===== config.mk =====
export PLATFORM = sky130hd
export DESIGN_NAME = rdasc_top
export DESIGN_NICKNAME = d
export VERILOG_FILES = /design/src/pkg/rdasc_pkg.sv /design/src/rdasc_alarm.sv /design/src/rdasc_top.sv /design/src/rdasc_uart.sv
export SDC_FILE = /design/constraint.sdc
export NUM_CORES = 1
export LEC_CHECK = 0
export BUFFER_PORTS_ARGS = -buffer_cell sky130_fd_sc_hd__buf_2
export CORE_MARGIN = 4
export CORE_UTILIZATION = 45
export CTS_CLUSTER_SIZE = 16
export DETAILED_ROUTE_END_ITERATION = 6
export MAX_ROUTING_LAYER = met4
export PLACE_DENSITY = 0.72
export SYNTH_ARGS = -nofsm -noshare
export SYNTH_HDL_FRONTEND = slang
export SYNTH_HIERARCHICAL = 1
export SYNTH_SLANG_ARGS = --single-unit

===== constraint.sdc =====
create_clock -name clk_in -period 6.2 [get_ports clk_in]
set_input_delay 0.62 -clock clk_in [delete_from_list [all_inputs] [get_ports clk_in]]
set_output_delay 0.62 -clock clk_in [all_outputs]
set_load 0.02 [all_outputs]

===== src/pkg/rdasc_pkg.sv =====
// constants for the remote display alarm and serial control block
package rdasc_pkg;
  localparam int CLK_HZ = 125_000_000;
  localparam int BAUD_MIN_BPS = 300;
  // bit time at the slowest rate, rounded down; faster rates halve it
  localparam int BIT_CYCLES_300 = CLK_HZ / BAUD_MIN_BPS;
  localparam int TMR_W = 19;
  localparam logic [2:0] BAUD_SEL_MAX = 3'h6;
  localparam logic [2:0] BAUD_SEL_RST = 3'h5;
  localparam int AW = 6;
  localparam logic [AW-1:0] OFF_CTRL = 6'h00;
  localparam logic [AW-1:0] OFF_SERIAL = 6'h04;
  localparam logic [AW-1:0] OFF_A1_LOW = 6'h08;
  localparam logic [AW-1:0] OFF_A1_HIGH = 6'h0C;
  localparam logic [AW-1:0] OFF_A2_LOW = 6'h10;
  localparam logic [AW-1:0] OFF_A2_HIGH = 6'h14;
  localparam logic [AW-1:0] OFF_VALUE = 6'h18;
  localparam logic [AW-1:0] OFF_STATE = 6'h1C;
  localparam logic [AW-1:0] OFF_IRQ_STAT = 6'h20;
  localparam logic [AW-1:0] OFF_IRQ_CLR = 6'h24;
  localparam logic [AW-1:0] OFF_IRQ_EN = 6'h28;
  localparam logic [AW-1:0] OFF_ALM_RST = 6'h2C;
  localparam logic [AW-1:0] OFF_RX_DATA = 6'h30;
  localparam int CTRL_A1_EN = 0;
  localparam int CTRL_A2_EN = 1;
  localparam int CTRL_A1_MODE = 2;
  localparam int CTRL_A2_MODE = 4;
  localparam int CTRL_LATCH = 6;
  localparam int CTRL_A1_COL = 8;
  localparam int CTRL_A2_COL = 10;
  localparam int CTRL_IDLE_COL = 12;
  localparam logic [13:0] CTRL_RST = 14'h0500;
  localparam int SER_HOST = 0;
  localparam int SER_BAUD = 1;
  localparam int SER_FMT = 4;
  localparam int SER_STD = 6;
  localparam int SER_ADDR = 8;
  localparam logic [1:0] MODE_LOW = 2'h0;
  localparam logic [1:0] MODE_HIGH = 2'h1;
  localparam logic [1:0] COL_GREEN = 2'h0;
  localparam logic [1:0] COL_RED = 2'h1;
  localparam logic [1:0] COL_AMBER = 2'h2;
  localparam logic [1:0] FMT_7O1 = 2'h0;
  localparam logic [1:0] FMT_7E1 = 2'h1;
  localparam logic [1:0] FMT_8N1 = 2'h2;
  localparam logic [1:0] STD_232 = 2'h0;
  localparam logic [1:0] STD_422 = 2'h1;
  localparam logic [1:0] STD_485 = 2'h2;
  localparam logic [7:0] ADDR_MAX = 8'hC7;
  localparam logic [7:0] CMD_SEND = 8'h3F;
  localparam logic [15:0] THR_MIN = 16'hFC19;
  localparam logic [15:0] THR_MAX = 16'h270F;
  localparam logic [15:0] THR_LOW_RST = 16'h0000;
  localparam logic [15:0] THR_HIGH_RST = 16'h03E8;
  localparam int IRQ_W = 5;
endpackage : rdasc_pkg


===== src/rdasc_alarm.sv =====
// one alarm comparator with latched or unlatched output
`timescale 1ns/1ps
module rdasc_alarm import rdasc_pkg::*; (
  input wire logic clk_in,
  input wire logic nrst_in,
  input wire logic enable_in,
  input wire logic [1:0] mode_in,
  input wire logic latched_in,
  input wire logic clear_in,
  input wire logic signed [15:0] value_in,
  input wire logic signed [15:0] low_in,
  input wire logic signed [15:0] high_in,
  output logic active_out
);
  logic below;
  logic above;
  logic cond;
  assign below = value_in < low_in;
  assign above = value_in > high_in;
  always_comb begin
    unique case (mode_in)
      MODE_LOW: cond = below;
      MODE_HIGH: cond = above;
      default: cond = below | above;
    endcase
  end
  // a new trigger beats a clear arriving in the same cycle
  always_ff @(posedge clk_in) begin
    if (!nrst_in) begin
      active_out <= 1'b0;
    end else begin
      active_out <= enable_in & (cond | (active_out & latched_in & ~clear_in));
    end
  end
endmodule : rdasc_alarm


===== src/rdasc_top.sv =====
// remote display control: alarms, colour choice, serial settings and link
`timescale 1ns/1ps
module rdasc_top import rdasc_pkg::*; #(
  parameter int BIT_CYCLES_SLOW = BIT_CYCLES_300
) (
  input wire logic clk_in,
  input wire logic nrst_in,
  input wire logic [AW-1:0] avs_address_in,
  input wire logic avs_read_in,
  input wire logic avs_write_in,
  input wire logic [31:0] avs_writedata_in,
  output logic [31:0] avs_readdata_out,
  output logic avs_waitrequest_out,
  input wire logic menu_in,
  input wire logic key_up_in,
  input wire logic key_down_in,
  input wire logic rxd_in,
  output logic txd_out,
  output logic tx_oe_out,
  output logic [1:0] alarm_out,
  output logic [1:0] colour_out,
  output logic [15:0] display_value_out,
  output logic irq_out
);
  typedef enum logic [1:0] {TX_IDLE, TX_HI, TX_LO} rdasc_tx_state_t;

  logic resp_reg;
  logic [31:0] rdata_reg;
  logic wr_go;
  logic [13:0] ctrl_reg;
  logic [15:0] serial_reg;
  logic [15:0] a1_low_reg;
  logic [15:0] a1_high_reg;
  logic [15:0] a2_low_reg;
  logic [15:0] a2_high_reg;
  logic [15:0] value_reg;
  logic [IRQ_W-1:0] irq_stat_reg;
  logic [IRQ_W-1:0] irq_en_reg;
  logic [IRQ_W-1:0] irq_evt;
  logic [IRQ_W-1:0] irq_clr;
  logic [7:0] rx_data_reg;
  logic [1:0] alarm_act;
  logic [1:0] alarm_prev_reg;
  logic alarm_clear;
  logic host_flow;
  logic [2:0] baud_sel;
  logic [1:0] fmt_sel;
  logic [1:0] std_sel;
  logic [7:0] addr_sel;
  logic [TMR_W-1:0] bit_cycles;
  logic tx_start;
  logic [7:0] tx_data;
  logic tx_busy;
  logic rx_valid;
  logic [7:0] rx_data;
  logic rx_err;
  logic rx_accept;
  logic addr_armed_reg;
  logic req_pending_reg;
  logic frame_done;
  logic frame_go;
  logic [15:0] frame_val_reg;
  rdasc_tx_state_t tx_state_reg;

  // clamp a threshold write into the displayable range
  function automatic logic [15:0] clamp_thr(input logic [15:0] v);
    if ($signed(v) < $signed(THR_MIN)) begin
      return THR_MIN;
    end else if ($signed(v) > $signed(THR_MAX)) begin
      return THR_MAX;
    end
    return v;
  endfunction : clamp_thr

  // ---------------- bus slave: one wait state per access
  assign avs_waitrequest_out = (avs_read_in | avs_write_in) & ~resp_reg;
  assign wr_go = avs_write_in & resp_reg;

  always_ff @(posedge clk_in) begin
    if (!nrst_in) begin
      resp_reg <= 1'b0;
    end else begin
      resp_reg <= (avs_read_in | avs_write_in) & ~resp_reg;
    end
  end

  // read data captured in the wait cycle, stands at the accepting edge
  always_ff @(posedge clk_in) begin
    if (!nrst_in) begin
      rdata_reg <= 32'h0000_0000;
    end else if (avs_read_in && !resp_reg) begin
      unique case (avs_address_in)
        OFF_CTRL: rdata_reg <= {18'h0, ctrl_reg};
        OFF_SERIAL: rdata_reg <= {16'h0, serial_reg};
        OFF_A1_LOW: rdata_reg <= {{16{a1_low_reg[15]}}, a1_low_reg};
        OFF_A1_HIGH: rdata_reg <= {{16{a1_high_reg[15]}}, a1_high_reg};
        OFF_A2_LOW: rdata_reg <= {{16{a2_low_reg[15]}}, a2_low_reg};
        OFF_A2_HIGH: rdata_reg <= {{16{a2_high_reg[15]}}, a2_high_reg};
        OFF_VALUE: rdata_reg <= {{16{value_reg[15]}}, value_reg};
        OFF_STATE: rdata_reg <= {24'h0, tx_oe_out, addr_armed_reg, req_pending_reg,
                                 tx_busy, colour_out, alarm_act};
        OFF_IRQ_STAT: rdata_reg <= {27'h0, irq_stat_reg};
        OFF_IRQ_EN: rdata_reg <= {27'h0, irq_en_reg};
        OFF_RX_DATA: rdata_reg <= {24'h0, rx_data_reg};
        default: rdata_reg <= 32'h0000_0000;
      endcase
    end
  end
  assign avs_readdata_out = rdata_reg;

  // ---------------- configuration registers
  always_ff @(posedge clk_in) begin
    if (!nrst_in) begin
      ctrl_reg <= CTRL_RST;
    end else if (wr_go && avs_address_in == OFF_CTRL) begin
      ctrl_reg <= avs_writedata_in[13:0];
      // unused colour code falls back to amber
      if (avs_writedata_in[CTRL_A1_COL +: 2] == 2'h3) begin
        ctrl_reg[CTRL_A1_COL +: 2] <= COL_AMBER;
      end
      if (avs_writedata_in[CTRL_A2_COL +: 2] == 2'h3) begin
        ctrl_reg[CTRL_A2_COL +: 2] <= COL_AMBER;
      end
      if (avs_writedata_in[CTRL_IDLE_COL +: 2] == 2'h3) begin
        ctrl_reg[CTRL_IDLE_COL +: 2] <= COL_AMBER;
      end
    end
  end

  // serial settings; out-of-range selections clamp to the last legal one
  always_ff @(posedge clk_in) begin
    if (!nrst_in) begin
      serial_reg <= {8'h00, STD_232, FMT_8N1, BAUD_SEL_RST, 1'b0};
    end else if (wr_go && avs_address_in == OFF_SERIAL) begin
      serial_reg[SER_HOST] <= avs_writedata_in[SER_HOST];
      serial_reg[SER_BAUD +: 3] <= (avs_writedata_in[SER_BAUD +: 3] > BAUD_SEL_MAX) ?
        BAUD_SEL_MAX : avs_writedata_in[SER_BAUD +: 3];
      serial_reg[SER_FMT +: 2] <= (avs_writedata_in[SER_FMT +: 2] > FMT_8N1) ?
        FMT_8N1 : avs_writedata_in[SER_FMT +: 2];
      serial_reg[SER_STD +: 2] <= (avs_writedata_in[SER_STD +: 2] > STD_485) ?
        STD_485 : avs_writedata_in[SER_STD +: 2];
      serial_reg[SER_ADDR +: 8] <= (avs_writedata_in[SER_ADDR +: 8] > ADDR_MAX) ?
        ADDR_MAX : avs_writedata_in[SER_ADDR +: 8];
    end
  end

  always_ff @(posedge clk_in) begin
    if (!nrst_in) begin
      a1_low_reg <= THR_LOW_RST;
      a1_high_reg <= THR_HIGH_RST;
      a2_low_reg <= THR_LOW_RST;
      a2_high_reg <= THR_HIGH_RST;
    end else if (wr_go) begin
      if (avs_address_in == OFF_A1_LOW) begin
        a1_low_reg <= clamp_thr(avs_writedata_in[15:0]);
      end
      if (avs_address_in == OFF_A1_HIGH) begin
        a1_high_reg <= clamp_thr(avs_writedata_in[15:0]);
      end
      if (avs_address_in == OFF_A2_LOW) begin
        a2_low_reg <= clamp_thr(avs_writedata_in[15:0]);
      end
      if (avs_address_in == OFF_A2_HIGH) begin
        a2_high_reg <= clamp_thr(avs_writedata_in[15:0]);
      end
    end
  end

  always_ff @(posedge clk_in) begin
    if (!nrst_in) begin
      value_reg <= 16'h0000;
    end else if (wr_go && avs_address_in == OFF_VALUE) begin
      value_reg <= clamp_thr(avs_writedata_in[15:0]);
    end
  end

  always_ff @(posedge clk_in) begin
    if (!nrst_in) begin
      display_value_out <= 16'h0000;
    end else begin
      display_value_out <= value_reg;
    end
  end

  // ---------------- alarms
  assign alarm_clear = (menu_in & (key_up_in | key_down_in)) |
                       (wr_go && avs_address_in == OFF_ALM_RST);

  rdasc_alarm u_alarm_one (
    .clk_in(clk_in),
    .nrst_in(nrst_in),
    .enable_in(ctrl_reg[CTRL_A1_EN]),
    .mode_in(ctrl_reg[CTRL_A1_MODE +: 2]),
    .latched_in(ctrl_reg[CTRL_LATCH]),
    .clear_in(alarm_clear),
    .value_in(value_reg),
    .low_in(a1_low_reg),
    .high_in(a1_high_reg),
    .active_out(alarm_act[0])
  );

  rdasc_alarm u_alarm_two (
    .clk_in(clk_in),
    .nrst_in(nrst_in),
    .enable_in(ctrl_reg[CTRL_A2_EN]),
    .mode_in(ctrl_reg[CTRL_A2_MODE +: 2]),
    .latched_in(ctrl_reg[CTRL_LATCH]),
    .clear_in(alarm_clear),
    .value_in(value_reg),
    .low_in(a2_low_reg),
    .high_in(a2_high_reg),
    .active_out(alarm_act[1])
  );
  assign alarm_out = alarm_act;

  // alarm one takes the display when both are active
  always_ff @(posedge clk_in) begin
    if (!nrst_in) begin
      colour_out <= COL_GREEN;
    end else if (alarm_act[0]) begin
      colour_out <= ctrl_reg[CTRL_A1_COL +: 2];
    end else if (alarm_act[1]) begin
      colour_out <= ctrl_reg[CTRL_A2_COL +: 2];
    end else begin
      colour_out <= ctrl_reg[CTRL_IDLE_COL +: 2];
    end
  end

  always_ff @(posedge clk_in) begin
    if (!nrst_in) begin
      alarm_prev_reg <= 2'h0;
    end else begin
      alarm_prev_reg <= alarm_act;
    end
  end

  // ---------------- serial link
  assign host_flow = serial_reg[SER_HOST];
  assign baud_sel = serial_reg[SER_BAUD +: 3];
  assign fmt_sel = serial_reg[SER_FMT +: 2];
  assign std_sel = serial_reg[SER_STD +: 2];
  assign addr_sel = serial_reg[SER_ADDR +: 8];
  // rates double from the slowest, so the bit time halves per step
  assign bit_cycles = TMR_W'(BIT_CYCLES_SLOW >> baud_sel);

  rdasc_uart #(.CW(TMR_W)) u_uart (
    .clk_in(clk_in),
    .nrst_in(nrst_in),
    .bit_cycles_in(bit_cycles),
    .format_in(fmt_sel),
    .tx_start_in(tx_start),
    .tx_data_in(tx_data),
    .tx_busy_out(tx_busy),
    .txd_out(txd_out),
    .rxd_in(rxd_in),
    .rx_valid_out(rx_valid),
    .rx_data_out(rx_data),
    .rx_err_out(rx_err)
  );

  // multi-point: a byte equal to the address arms the next byte
  always_ff @(posedge clk_in) begin
    if (!nrst_in) begin
      addr_armed_reg <= 1'b0;
    end else if (std_sel != STD_485) begin
      addr_armed_reg <= 1'b0;
    end else if (rx_valid && !rx_err && !tx_busy) begin
      addr_armed_reg <= !addr_armed_reg && (rx_data == addr_sel);
    end
  end

  // half duplex 485 ignores its own echo
  assign rx_accept = rx_valid && !rx_err &&
    ((std_sel != STD_485) || (addr_armed_reg && !tx_busy));

  always_ff @(posedge clk_in) begin
    if (!nrst_in) begin
      rx_data_reg <= 8'h00;
    end else if (rx_accept) begin
      rx_data_reg <= rx_data;
    end
  end

  // a command requests one frame; the request beats its own clearing
  always_ff @(posedge clk_in) begin
    if (!nrst_in) begin
      req_pending_reg <= 1'b0;
    end else if (rx_accept && rx_data == CMD_SEND && !host_flow) begin
      req_pending_reg <= 1'b1;
    end else if ((tx_start && tx_state_reg != TX_HI) || host_flow) begin
      req_pending_reg <= 1'b0;
    end
  end

  assign frame_go = host_flow | req_pending_reg;
  assign frame_done = (tx_state_reg == TX_LO) && !tx_busy;

  always_comb begin
    unique case (tx_state_reg)
      TX_IDLE: tx_start = frame_go;
      TX_HI: tx_start = !tx_busy;
      TX_LO: tx_start = !tx_busy && frame_go;
      default: tx_start = 1'b0;
    endcase
  end
  assign tx_data = (tx_state_reg == TX_HI) ? frame_val_reg[7:0] : value_reg[15:8];

  // frame: high byte then low byte, restarted back to back in host flow
  always_ff @(posedge clk_in) begin
    if (!nrst_in) begin
      tx_state_reg <= TX_IDLE;
    end else begin
      unique case (tx_state_reg)
        TX_IDLE: begin
          if (frame_go) begin
            tx_state_reg <= TX_HI;
          end
        end
        TX_HI: begin
          if (!tx_busy) begin
            tx_state_reg <= TX_LO;
          end
        end
        TX_LO: begin
          if (!tx_busy) begin
            tx_state_reg <= frame_go ? TX_HI : TX_IDLE;
          end
        end
      endcase
    end
  end

  always_ff @(posedge clk_in) begin
    if (!nrst_in) begin
      frame_val_reg <= 16'h0000;
    end else if (tx_start && tx_state_reg != TX_HI) begin
      frame_val_reg <= value_reg;
    end
  end

  // point-to-point standards keep the driver on; 485 only while sending
  always_ff @(posedge clk_in) begin
    if (!nrst_in) begin
      tx_oe_out <= 1'b0;
    end else begin
      tx_oe_out <= (std_sel != STD_485) || tx_busy || tx_start;
    end
  end

  // ---------------- interrupts
  assign irq_evt = {rx_valid & rx_err, rx_accept, frame_done, alarm_act & ~alarm_prev_reg};
  assign irq_clr = (wr_go && avs_address_in == OFF_IRQ_CLR) ?
    avs_writedata_in[IRQ_W-1:0] : '0;

  always_ff @(posedge clk_in) begin
    if (!nrst_in) begin
      irq_stat_reg <= '0;
    end else begin
      irq_stat_reg <= (irq_stat_reg & ~irq_clr) | irq_evt;
    end
  end

  always_ff @(posedge clk_in) begin
    if (!nrst_in) begin
      irq_en_reg <= '0;
    end else if (wr_go && avs_address_in == OFF_IRQ_EN) begin
      irq_en_reg <= avs_writedata_in[IRQ_W-1:0];
    end
  end

  always_ff @(posedge clk_in) begin
    if (!nrst_in) begin
      irq_out <= 1'b0;
    end else begin
      irq_out <= |(irq_stat_reg & irq_en_reg);
    end
  end
endmodule : rdasc_top


===== src/rdasc_uart.sv =====
// serial character transmitter and receiver, ten bit frames
`timescale 1ns/1ps
module rdasc_uart import rdasc_pkg::*; #(
  parameter int CW = TMR_W
) (
  input wire logic clk_in,
  input wire logic nrst_in,
  input wire logic [CW-1:0] bit_cycles_in,
  input wire logic [1:0] format_in,
  input wire logic tx_start_in,
  input wire logic [7:0] tx_data_in,
  output logic tx_busy_out,
  output logic txd_out,
  input wire logic rxd_in,
  output logic rx_valid_out,
  output logic [7:0] rx_data_out,
  output logic rx_err_out
);
  logic [9:0] tx_sh_reg;
  logic [3:0] tx_cnt_reg;
  logic [CW-1:0] tx_tmr_reg;
  logic [9:0] rx_sh_reg;
  logic [3:0] rx_cnt_reg;
  logic [CW-1:0] rx_tmr_reg;
  // ninth frame bit: parity for seven bit formats, msb otherwise
  function automatic logic bit_eight(input logic [7:0] d, input logic [1:0] f);
    if (f == FMT_7O1) begin
      return ~^d[6:0];
    end else if (f == FMT_7E1) begin
      return ^d[6:0];
    end
    return d[7];
  endfunction : bit_eight
  // no handshake lines: a start is sent as soon as asked
  always_ff @(posedge clk_in) begin
    if (!nrst_in) begin
      tx_sh_reg <= 10'h3FF;
      tx_cnt_reg <= 4'h0;
      tx_tmr_reg <= '0;
    end else if (tx_cnt_reg == 4'h0) begin
      if (tx_start_in) begin
        tx_sh_reg <= {1'b1, bit_eight(tx_data_in, format_in), tx_data_in[6:0], 1'b0};
        tx_cnt_reg <= 4'hA;
        tx_tmr_reg <= bit_cycles_in - 1'b1;
      end
    end else if (tx_tmr_reg == '0) begin
      tx_sh_reg <= {1'b1, tx_sh_reg[9:1]};
      tx_cnt_reg <= tx_cnt_reg - 4'h1;
      tx_tmr_reg <= bit_cycles_in - 1'b1;
    end else begin
      tx_tmr_reg <= tx_tmr_reg - 1'b1;
    end
  end
  assign txd_out = tx_sh_reg[0];
  assign tx_busy_out = tx_cnt_reg != 4'h0;
  // receiver samples mid bit; a start bit that does not hold is dropped
  always_ff @(posedge clk_in) begin
    if (!nrst_in) begin
      rx_sh_reg <= 10'h000;
      rx_cnt_reg <= 4'h0;
      rx_tmr_reg <= '0;
      rx_valid_out <= 1'b0;
    end else begin
      rx_valid_out <= (rx_cnt_reg == 4'h1) && (rx_tmr_reg == '0);
      if (rx_cnt_reg == 4'h0) begin
        if (!rxd_in) begin
          rx_cnt_reg <= 4'hA;
          rx_tmr_reg <= bit_cycles_in >> 1;
        end
      end else if (rx_tmr_reg == '0) begin
        rx_sh_reg <= {rxd_in, rx_sh_reg[9:1]};
        rx_tmr_reg <= bit_cycles_in - 1'b1;
        rx_cnt_reg <= (rx_cnt_reg == 4'hA && rxd_in) ? 4'h0 : rx_cnt_reg - 4'h1;
      end else begin
        rx_tmr_reg <= rx_tmr_reg - 1'b1;
      end
    end
  end
  assign rx_data_out = (format_in == FMT_8N1) ? rx_sh_reg[8:1] : {1'b0, rx_sh_reg[7:1]};
  assign rx_err_out = ~rx_sh_reg[9] |
    ((format_in != FMT_8N1) && (rx_sh_reg[8] != bit_eight(rx_sh_reg[8:1], format_in)));
endmodule : rdasc_uart


=== Word level (Yosys, flattened, before mapping) ===
Index checks and enable logic that the tools add are counted.

* Muxes and demuxes: 73
* Add/sub/neg operators: 5
* Reductions and logical operators: 56
* Shifts and indexed selects: 1
* Bitwise operators: 30
* Order comparisons: 10
* Eq/ne operators: 34

{| class="wikitable"
|+ Operators with widths
! operator !! number
|-
| $pmux W32 S11 || 1
|-
| $mux W19 || 6
|-
| $mux W16 || 7
|-
| $sub A19 B1 Y19 const B || 3
|-
| $logic_not A19 Y1 || 2
|-
| $gt A16 B16 Y1 || 2
|-
| $lt A16 B16 Y1 || 2
|-
| $eq A6 B6 Y1 const B || 5
|-
| $mux W1 || 30
|-
| $mux W10 || 3
|-
| $mux W4 || 7
|-
| $eq A6 B5 Y1 const B || 4
|-
| $mux W8 || 3
|-
| $logic_and A1 B1 Y1 || 20
|-
| $mux W2 || 10
|-
| $shr A19 B3 Y19 const A || 1
|-
| $gt A16 B15 Y1 const B || 1
|-
| $lt A16 B11 Y1 const B || 1
|-
| $ne A2 B2 Y1 const B || 7
|-
| $reduce_and A2 Y1 || 7
|-
| $reduce_xnor A7 Y1 || 2
|-
| $reduce_xor A7 Y1 || 2
|-
| $eq A6 B4 Y1 const B || 2
|-
| $and A1 B1 Y1 || 10
|-
| other kinds (35) || 71
|}

* Flip-flop bits (word level): 264
* Logic and storage cells: 239
* Input port bits: 46

=== Logic depth before layout (Yosys ltp) ===
* Depth in word-level cells: 13
* Depth in mapped cells: 17
* Depth with buffers taken out: 12

=== Cells and area by module ===
The synthesis kept the hierarchy.

{| class="wikitable"
|+ By module, submodules not included
! module !! cells an instance !! instances !! area an instance (sq um) !! seq. area each (sq um)
|-
| rdasc_top || 944 || 1 || 8,199.1 || 3,603.5
|-
| rdasc_uart || 557 || 1 || 4,209.0 || 1,301.2
|-
| rdasc_alarm || 117 || 2 || 868.3 || 20.0
|}

=== Least setup slack after synthesis ===
No wires, ideal clock.

* Kind: reg-to-reg
* Start: register u_uart.tx_cnt_reg[0]
* End: register u_uart.tx_tmr_reg[0]
* Period minus slack after synthesis: 3,271 ps
* Path slack: 2,929 ps
* Library setup time: 128 ps
* Stages on the path, launching flop included: 17
* Data arrival time: 3,144 ps
* Required time: 6,072 ps
* Cell sequence: dfxtp_1 -> inv_1 -> ha_1 -> nor2b_1 -> nor2b_1 -> clkbuf_1 -> inv_1 -> clkbuf_1 -> buf_2 -> a21oi_1 -> o21ai_1 -> o21ai_0 -> nor2_1 -> clkbuf_1 -> o21ai_0 -> o21ai_1 -> nor2_1

* Longest elaborated chain between the ends: 5

{| class="wikitable"
|+ RTL lines
! item !! RTL line !! RTL
|-
| start, declared || rdasc_uart.sv:20 || <nowiki>logic [3:0] tx_cnt_reg;</nowiki>
|-
| start signal, assigned || rdasc_uart.sv:48 || <nowiki>tx_cnt_reg <= tx_cnt_reg - 4'h1;</nowiki>
|-
| $reduce_bool A4 Y1 (*) || rdasc_uart.sv:55 || <nowiki>assign tx_busy_out = tx_cnt_reg != 4'h0;</nowiki>
|-
| via tx_busy || rdasc_top.sv:53 || <nowiki>logic tx_busy;</nowiki>
|-
| $logic_not A1 Y1 (*) || - ||
|-
| $logic_and A1 B1 Y1 || rdasc_top.sv:302 || <nowiki>TX_LO: tx_start = !tx_busy && frame_go;</nowiki>
|-
| $pmux W1 S3 (*) || rdasc_top.sv:299 || <nowiki>unique case (tx_state_reg)</nowiki>
|-
| via tx_start || rdasc_top.sv:51 || <nowiki>logic tx_start;</nowiki>
|-
| $ne A2 B2 Y1 (no source line) (*) || - ||
|-
| end signal, assigned || rdasc_uart.sv:44 || <nowiki>tx_tmr_reg <= bit_cycles_in - 1'b1;</nowiki>
|-
| end signal, assigned || rdasc_uart.sv:49 || <nowiki>tx_tmr_reg <= bit_cycles_in - 1'b1;</nowiki>
|-
| end signal, assigned || rdasc_uart.sv:51 || <nowiki>tx_tmr_reg <= tx_tmr_reg - 1'b1;</nowiki>
|-
| end, declared || rdasc_uart.sv:21 || <nowiki>logic [CW-1:0] tx_tmr_reg;</nowiki>
|}

Mark *: on every way through the listed nets, which the timed path passes. The rest lies on a longest branch.
A chain may end at the register's enable or synchronous reset.

=== Worst setup path in the final report ===
* Start: register u_uart.tx_cnt_reg[0]
* End: register u_uart.tx_sh_reg[2]

* Longest elaborated chain between the ends: 6

{| class="wikitable"
|+ RTL lines
! item !! RTL line !! RTL
|-
| $reduce_bool A4 Y1 (*) || rdasc_uart.sv:55 ||
|-
| via tx_busy || rdasc_top.sv:53 ||
|-
| $logic_not A1 Y1 (*) || - ||
|-
| $logic_and A1 B1 Y1 || rdasc_top.sv:302 ||
|-
| $pmux W1 S3 (*) || rdasc_top.sv:299 ||
|-
| via tx_start || rdasc_top.sv:51 ||
|-
| $ne A2 B2 Y1 (no source line) (*) || - ||
|-
| $reduce_and A2 Y1 (no source line) (*) || - ||
|-
| end signal, assigned || rdasc_uart.sv:42 || <nowiki>tx_sh_reg <= {1'b1, bit_eight(tx_data_in, format_in), tx_data_in[6:0], 1'b0};</nowiki>
|-
| end signal, assigned || rdasc_uart.sv:47 || <nowiki>tx_sh_reg <= {1'b1, tx_sh_reg[9:1]};</nowiki>
|-
| end, declared || rdasc_uart.sv:19 || <nowiki>logic [9:0] tx_sh_reg;</nowiki>
|}

Marks and branches as above.

==> reports/qor.txt <==
Post-DR vias/cell: 6.282
Post-CTS setup buffer count: 0
Worst hold path class: in2reg
Placed Instances: 2104
Post-synth top flop: sky130_fd_sc_hd__dfxtp_1
Netlist area before placement: 14140 µm²
Layout Cells excl Fill: 2158
Tcrit/Tclk final: 63.14%
Total Negative Setup Slacks: 0 ns
Number of flops mapped to enable cells by yosys: 0
Avg Synthesized Cell Area: 8.153 µm²
Fraction of layout cells with a size suffix above 1: 12.16%
Most Used Layer, Global Route: met2
Maximum operating frequency: 255.5 MHz
Post-detailed-placement half-perimeter wirelength: 33160 µm
Number of gates resized after cts: 0
Skew final: 0.02266 ns
Max IR drop VDD: 0.0002539 V
GR Layer Usage met1: 36.87%
Required @ worst endpoint: 6.60 ns
Kind of cell adding the most delay to the critical path: simple AND/OR/NAND/NOR gates
Cts-stage hold buffer count: 0
Global route total overflow: 0
Die ar.: 34330 µm²
Actual slew at the worst max-slew pin: 1.248 ns
Initial antenna violation count: 0
Clock net sink count: 247
Run status: completed
CP Launch Point: u_uart/tx_cnt_reg[0]$_SDFFE_PN0P_
Number of optimization iterations in the first detailed-route pass: 6
Number of primary I/O pins: 102
Synth-to-layout area growth: 10.20%
Power per standard cell area: 307.2 nW/µm²
Initial cell density of the core: 45.88%
H-Tree Depth: 1
Number of core rows: 64
Clock Pin Slew Worst Setup and Hold Paths: 0.06 ns
Final Slew Violations: 0
Routed length per instance: 21.79 µm
Number of vias after detailed routing: 13560
TritonCTS clock tree: built
Crit end category: flip-flop
Critical path fanouts, max: 21
Cells traversed along the worst timing path: inv_1 > ha_1 > nor2b_1 > nor2b_1 > inv_1 > a21oi_1 > o21ai_1 > o21ai_0 > nor2_1 > nor2_1 > and3_1 > o21ai_0
Setup repair after global routing missed its margin: false
Total wire length: 47020 µm
Commonest cells after routing, fill and taps aside: 247 x sky130_fd_sc_hd__dfxtp_1, 195 x sky130_fd_sc_hd__nand2_1, 134 x sky130_fd_sc_hd__a21oi_1
Count of input and output buffers: 85
Synthesized flop and latch total: 247
Share of synthesized registers carrying an async set or reset: 0%
Global routing usage on met2: 40.31%
Total number of nets in the final design: 1862
CP max stage cell: sky130_fd_sc_hd__nor2_1
Leakage Power: 6.086 nW
Antenna-violating nets left: 0
Height of the die: 185.3 µm
Final setup viols: 0
Clock latency at the later pin of the worst-skew pair: 0.57 ns
Total number of yosys warnings: 6
Fraction of the core area covered by cells at the end of the flow: 50.56%
Largest net degree at the start of global routing: 84
Instance count of the mapped netlist: 1735
Post-Syn Nets: 1859
Library cells used by synthesis: 88
Number of buffers created by CTS: 28
Root buffer cell: sky130_fd_sc_hd__clkbuf_16
Buffer depth of the longest clock path: 3
Startpoint of the worst-slack reg-to-reg timing path: u_uart/tx_cnt_reg[0]$_SDFFE_PN0P_
Sequential cell area fraction in the yosys report: 34.96%
Most common cell after layout, fill and taps aside: sky130_fd_sc_hd__dfxtp_1
Number of buffer and inverter stages on the critical path: 2
Path type of the worst setup path: reg2reg
Worst stage delay on the critical path: 1.04 ns
Final Total Pwr: 0.004789 W
Global-route wire length before repair: 71880 µm
Iter 0 DRT Violations: 1576
Crit path arrival time: 4.31 ns
Weighted congestion reported at the end of routability-driven placement: 0.9911
Hold Fails Final Rpt: 0
Startpoint of the worst hold path: avs_writedata_in[14]
Via count of the first global-routing pass: 12360
Chip width: 185.3 µm
Core area: 30830 µm²
Final Critical Period: 3.915 ns
Global-route usage over all layers: 27.24%
DRC errors left: 0
Max-cap violations: 0
Startpoint types: flip-flop
M3 GR Usage: 5.715%
Tightest slew margin relative to the limit: 16.46%
## worst register-to-register path, cell delays in order (launching register included)
cell and delay (ns):
sky130_fd_sc_hd__dfxtp_1 0.32, sky130_fd_sc_hd__inv_1 0.08, sky130_fd_sc_hd__ha_1 0.16, sky130_fd_sc_hd__nor2b_1 0.24, sky130_fd_sc_hd__nor2b_1 0.23, sky130_fd_sc_hd__inv_1 0.08, sky130_fd_sc_hd__a21oi_1 0.23, sky130_fd_sc_hd__o21ai_1 0.29
sky130_fd_sc_hd__o21ai_0 0.32, sky130_fd_sc_hd__nor2_1 0.39, sky130_fd_sc_hd__nor2_1 1.04, sky130_fd_sc_hd__and3_1 0.30, sky130_fd_sc_hd__o21ai_0 0.07
## report_power, final
part	leakage, nW	internal (W)	switching (W)	total, W
combinational	3.58	0.000403	0.000754	0.00116
clock	0.507	0.00114	0.000703	0.00184
sequential	2.00	0.00168	0.000102	0.00179
total	6.09	0.00323	0.00156	0.00479
## final timing paths
check        depth (start not counted)  slack, ns                                to
min                                  3       0.35       serial_reg[14]$_SDFFE_PN0P_
min reg2reg                          2       0.45     frame_val_reg[2]$_SDFFE_PN0P_
max                                 12       2.29  u_uart/tx_sh_reg[2]$_SDFFE_PN1P_
max reg2reg                         12       2.29  u_uart/tx_sh_reg[2]$_SDFFE_PN1P_
## synthesized netlist by cell type, types with 26 or more instances
library cell                 n  share of area, %
sky130_fd_sc_hd__a31oi_1    33               1.5
sky130_fd_sc_hd__xnor2_1    34               2.1
sky130_fd_sc_hd__nor2_1    122               3.2
sky130_fd_sc_hd__clkbuf_1   69               1.8
sky130_fd_sc_hd__o21ai_0    92               3.3
sky130_fd_sc_hd__inv_1      93               2.5
sky130_fd_sc_hd__and3_1     46               2.0
sky130_fd_sc_hd__dfxtp_1   247                35
sky130_fd_sc_hd__a211oi_1   26               1.4
sky130_fd_sc_hd__mux2i_1    26               1.8
sky130_fd_sc_hd__nor3_1     39               1.4
sky130_fd_sc_hd__nand2_1   195               5.2
sky130_fd_sc_hd__and2_1     28               1.2
sky130_fd_sc_hd__a21oi_1   134               4.7
sky130_fd_sc_hd__nand3_1    64               2.3
sky130_fd_sc_hd__ha_1       78               6.9
## final cells by class
type,instances,area [µm²]
fill,2908,15240
timing repair buffer,99,533.0
tap,396,495.5
inverter,94,352.8
antenna,2,5.005
sequential,247,4945
multi-input combinational,1268,8229
clock buffer,38,788.3
clock inverter,14,239.0
## per-layer routing
metal / wire length (µm) / up-vias
li1: - / 6269
met1: 19730 / 6440
met2: 20330 / 691
met3: 4909 / 157
met4: 2042 / 0
met5: 0 / -
## stage by stage
stage	hold slack, ns	instance area, µm²	setup WS, ns
floorplan	0.4338	14140	2.929
global placement	0.4422	14560	2.364
detailed placement	0.4474	14560	2.359
CTS	0.3259	15580	2.324
global route	0.3630	15580	1.814
finish	0.3455	15590	2.285
## kinds of logic (layout without fill, tap and decap cells)
group                    Yosys count  count (layout)  share of synthesized area, %
adder cells (fa/ha/maj)           78              78                         6.900
AO/OA/AOI/OAI                    477             477                         22.36
multiplexers                      47              47                         3.512
buffers and inverters            220             245                         6.988
other                              0               2                             0
flip-flops                       247             247                         34.96
XOR/XNOR                          51              51                         3.158
AND/OR/NAND/NOR                  615             615                         22.12
Power figures use the tool's default switching activity.
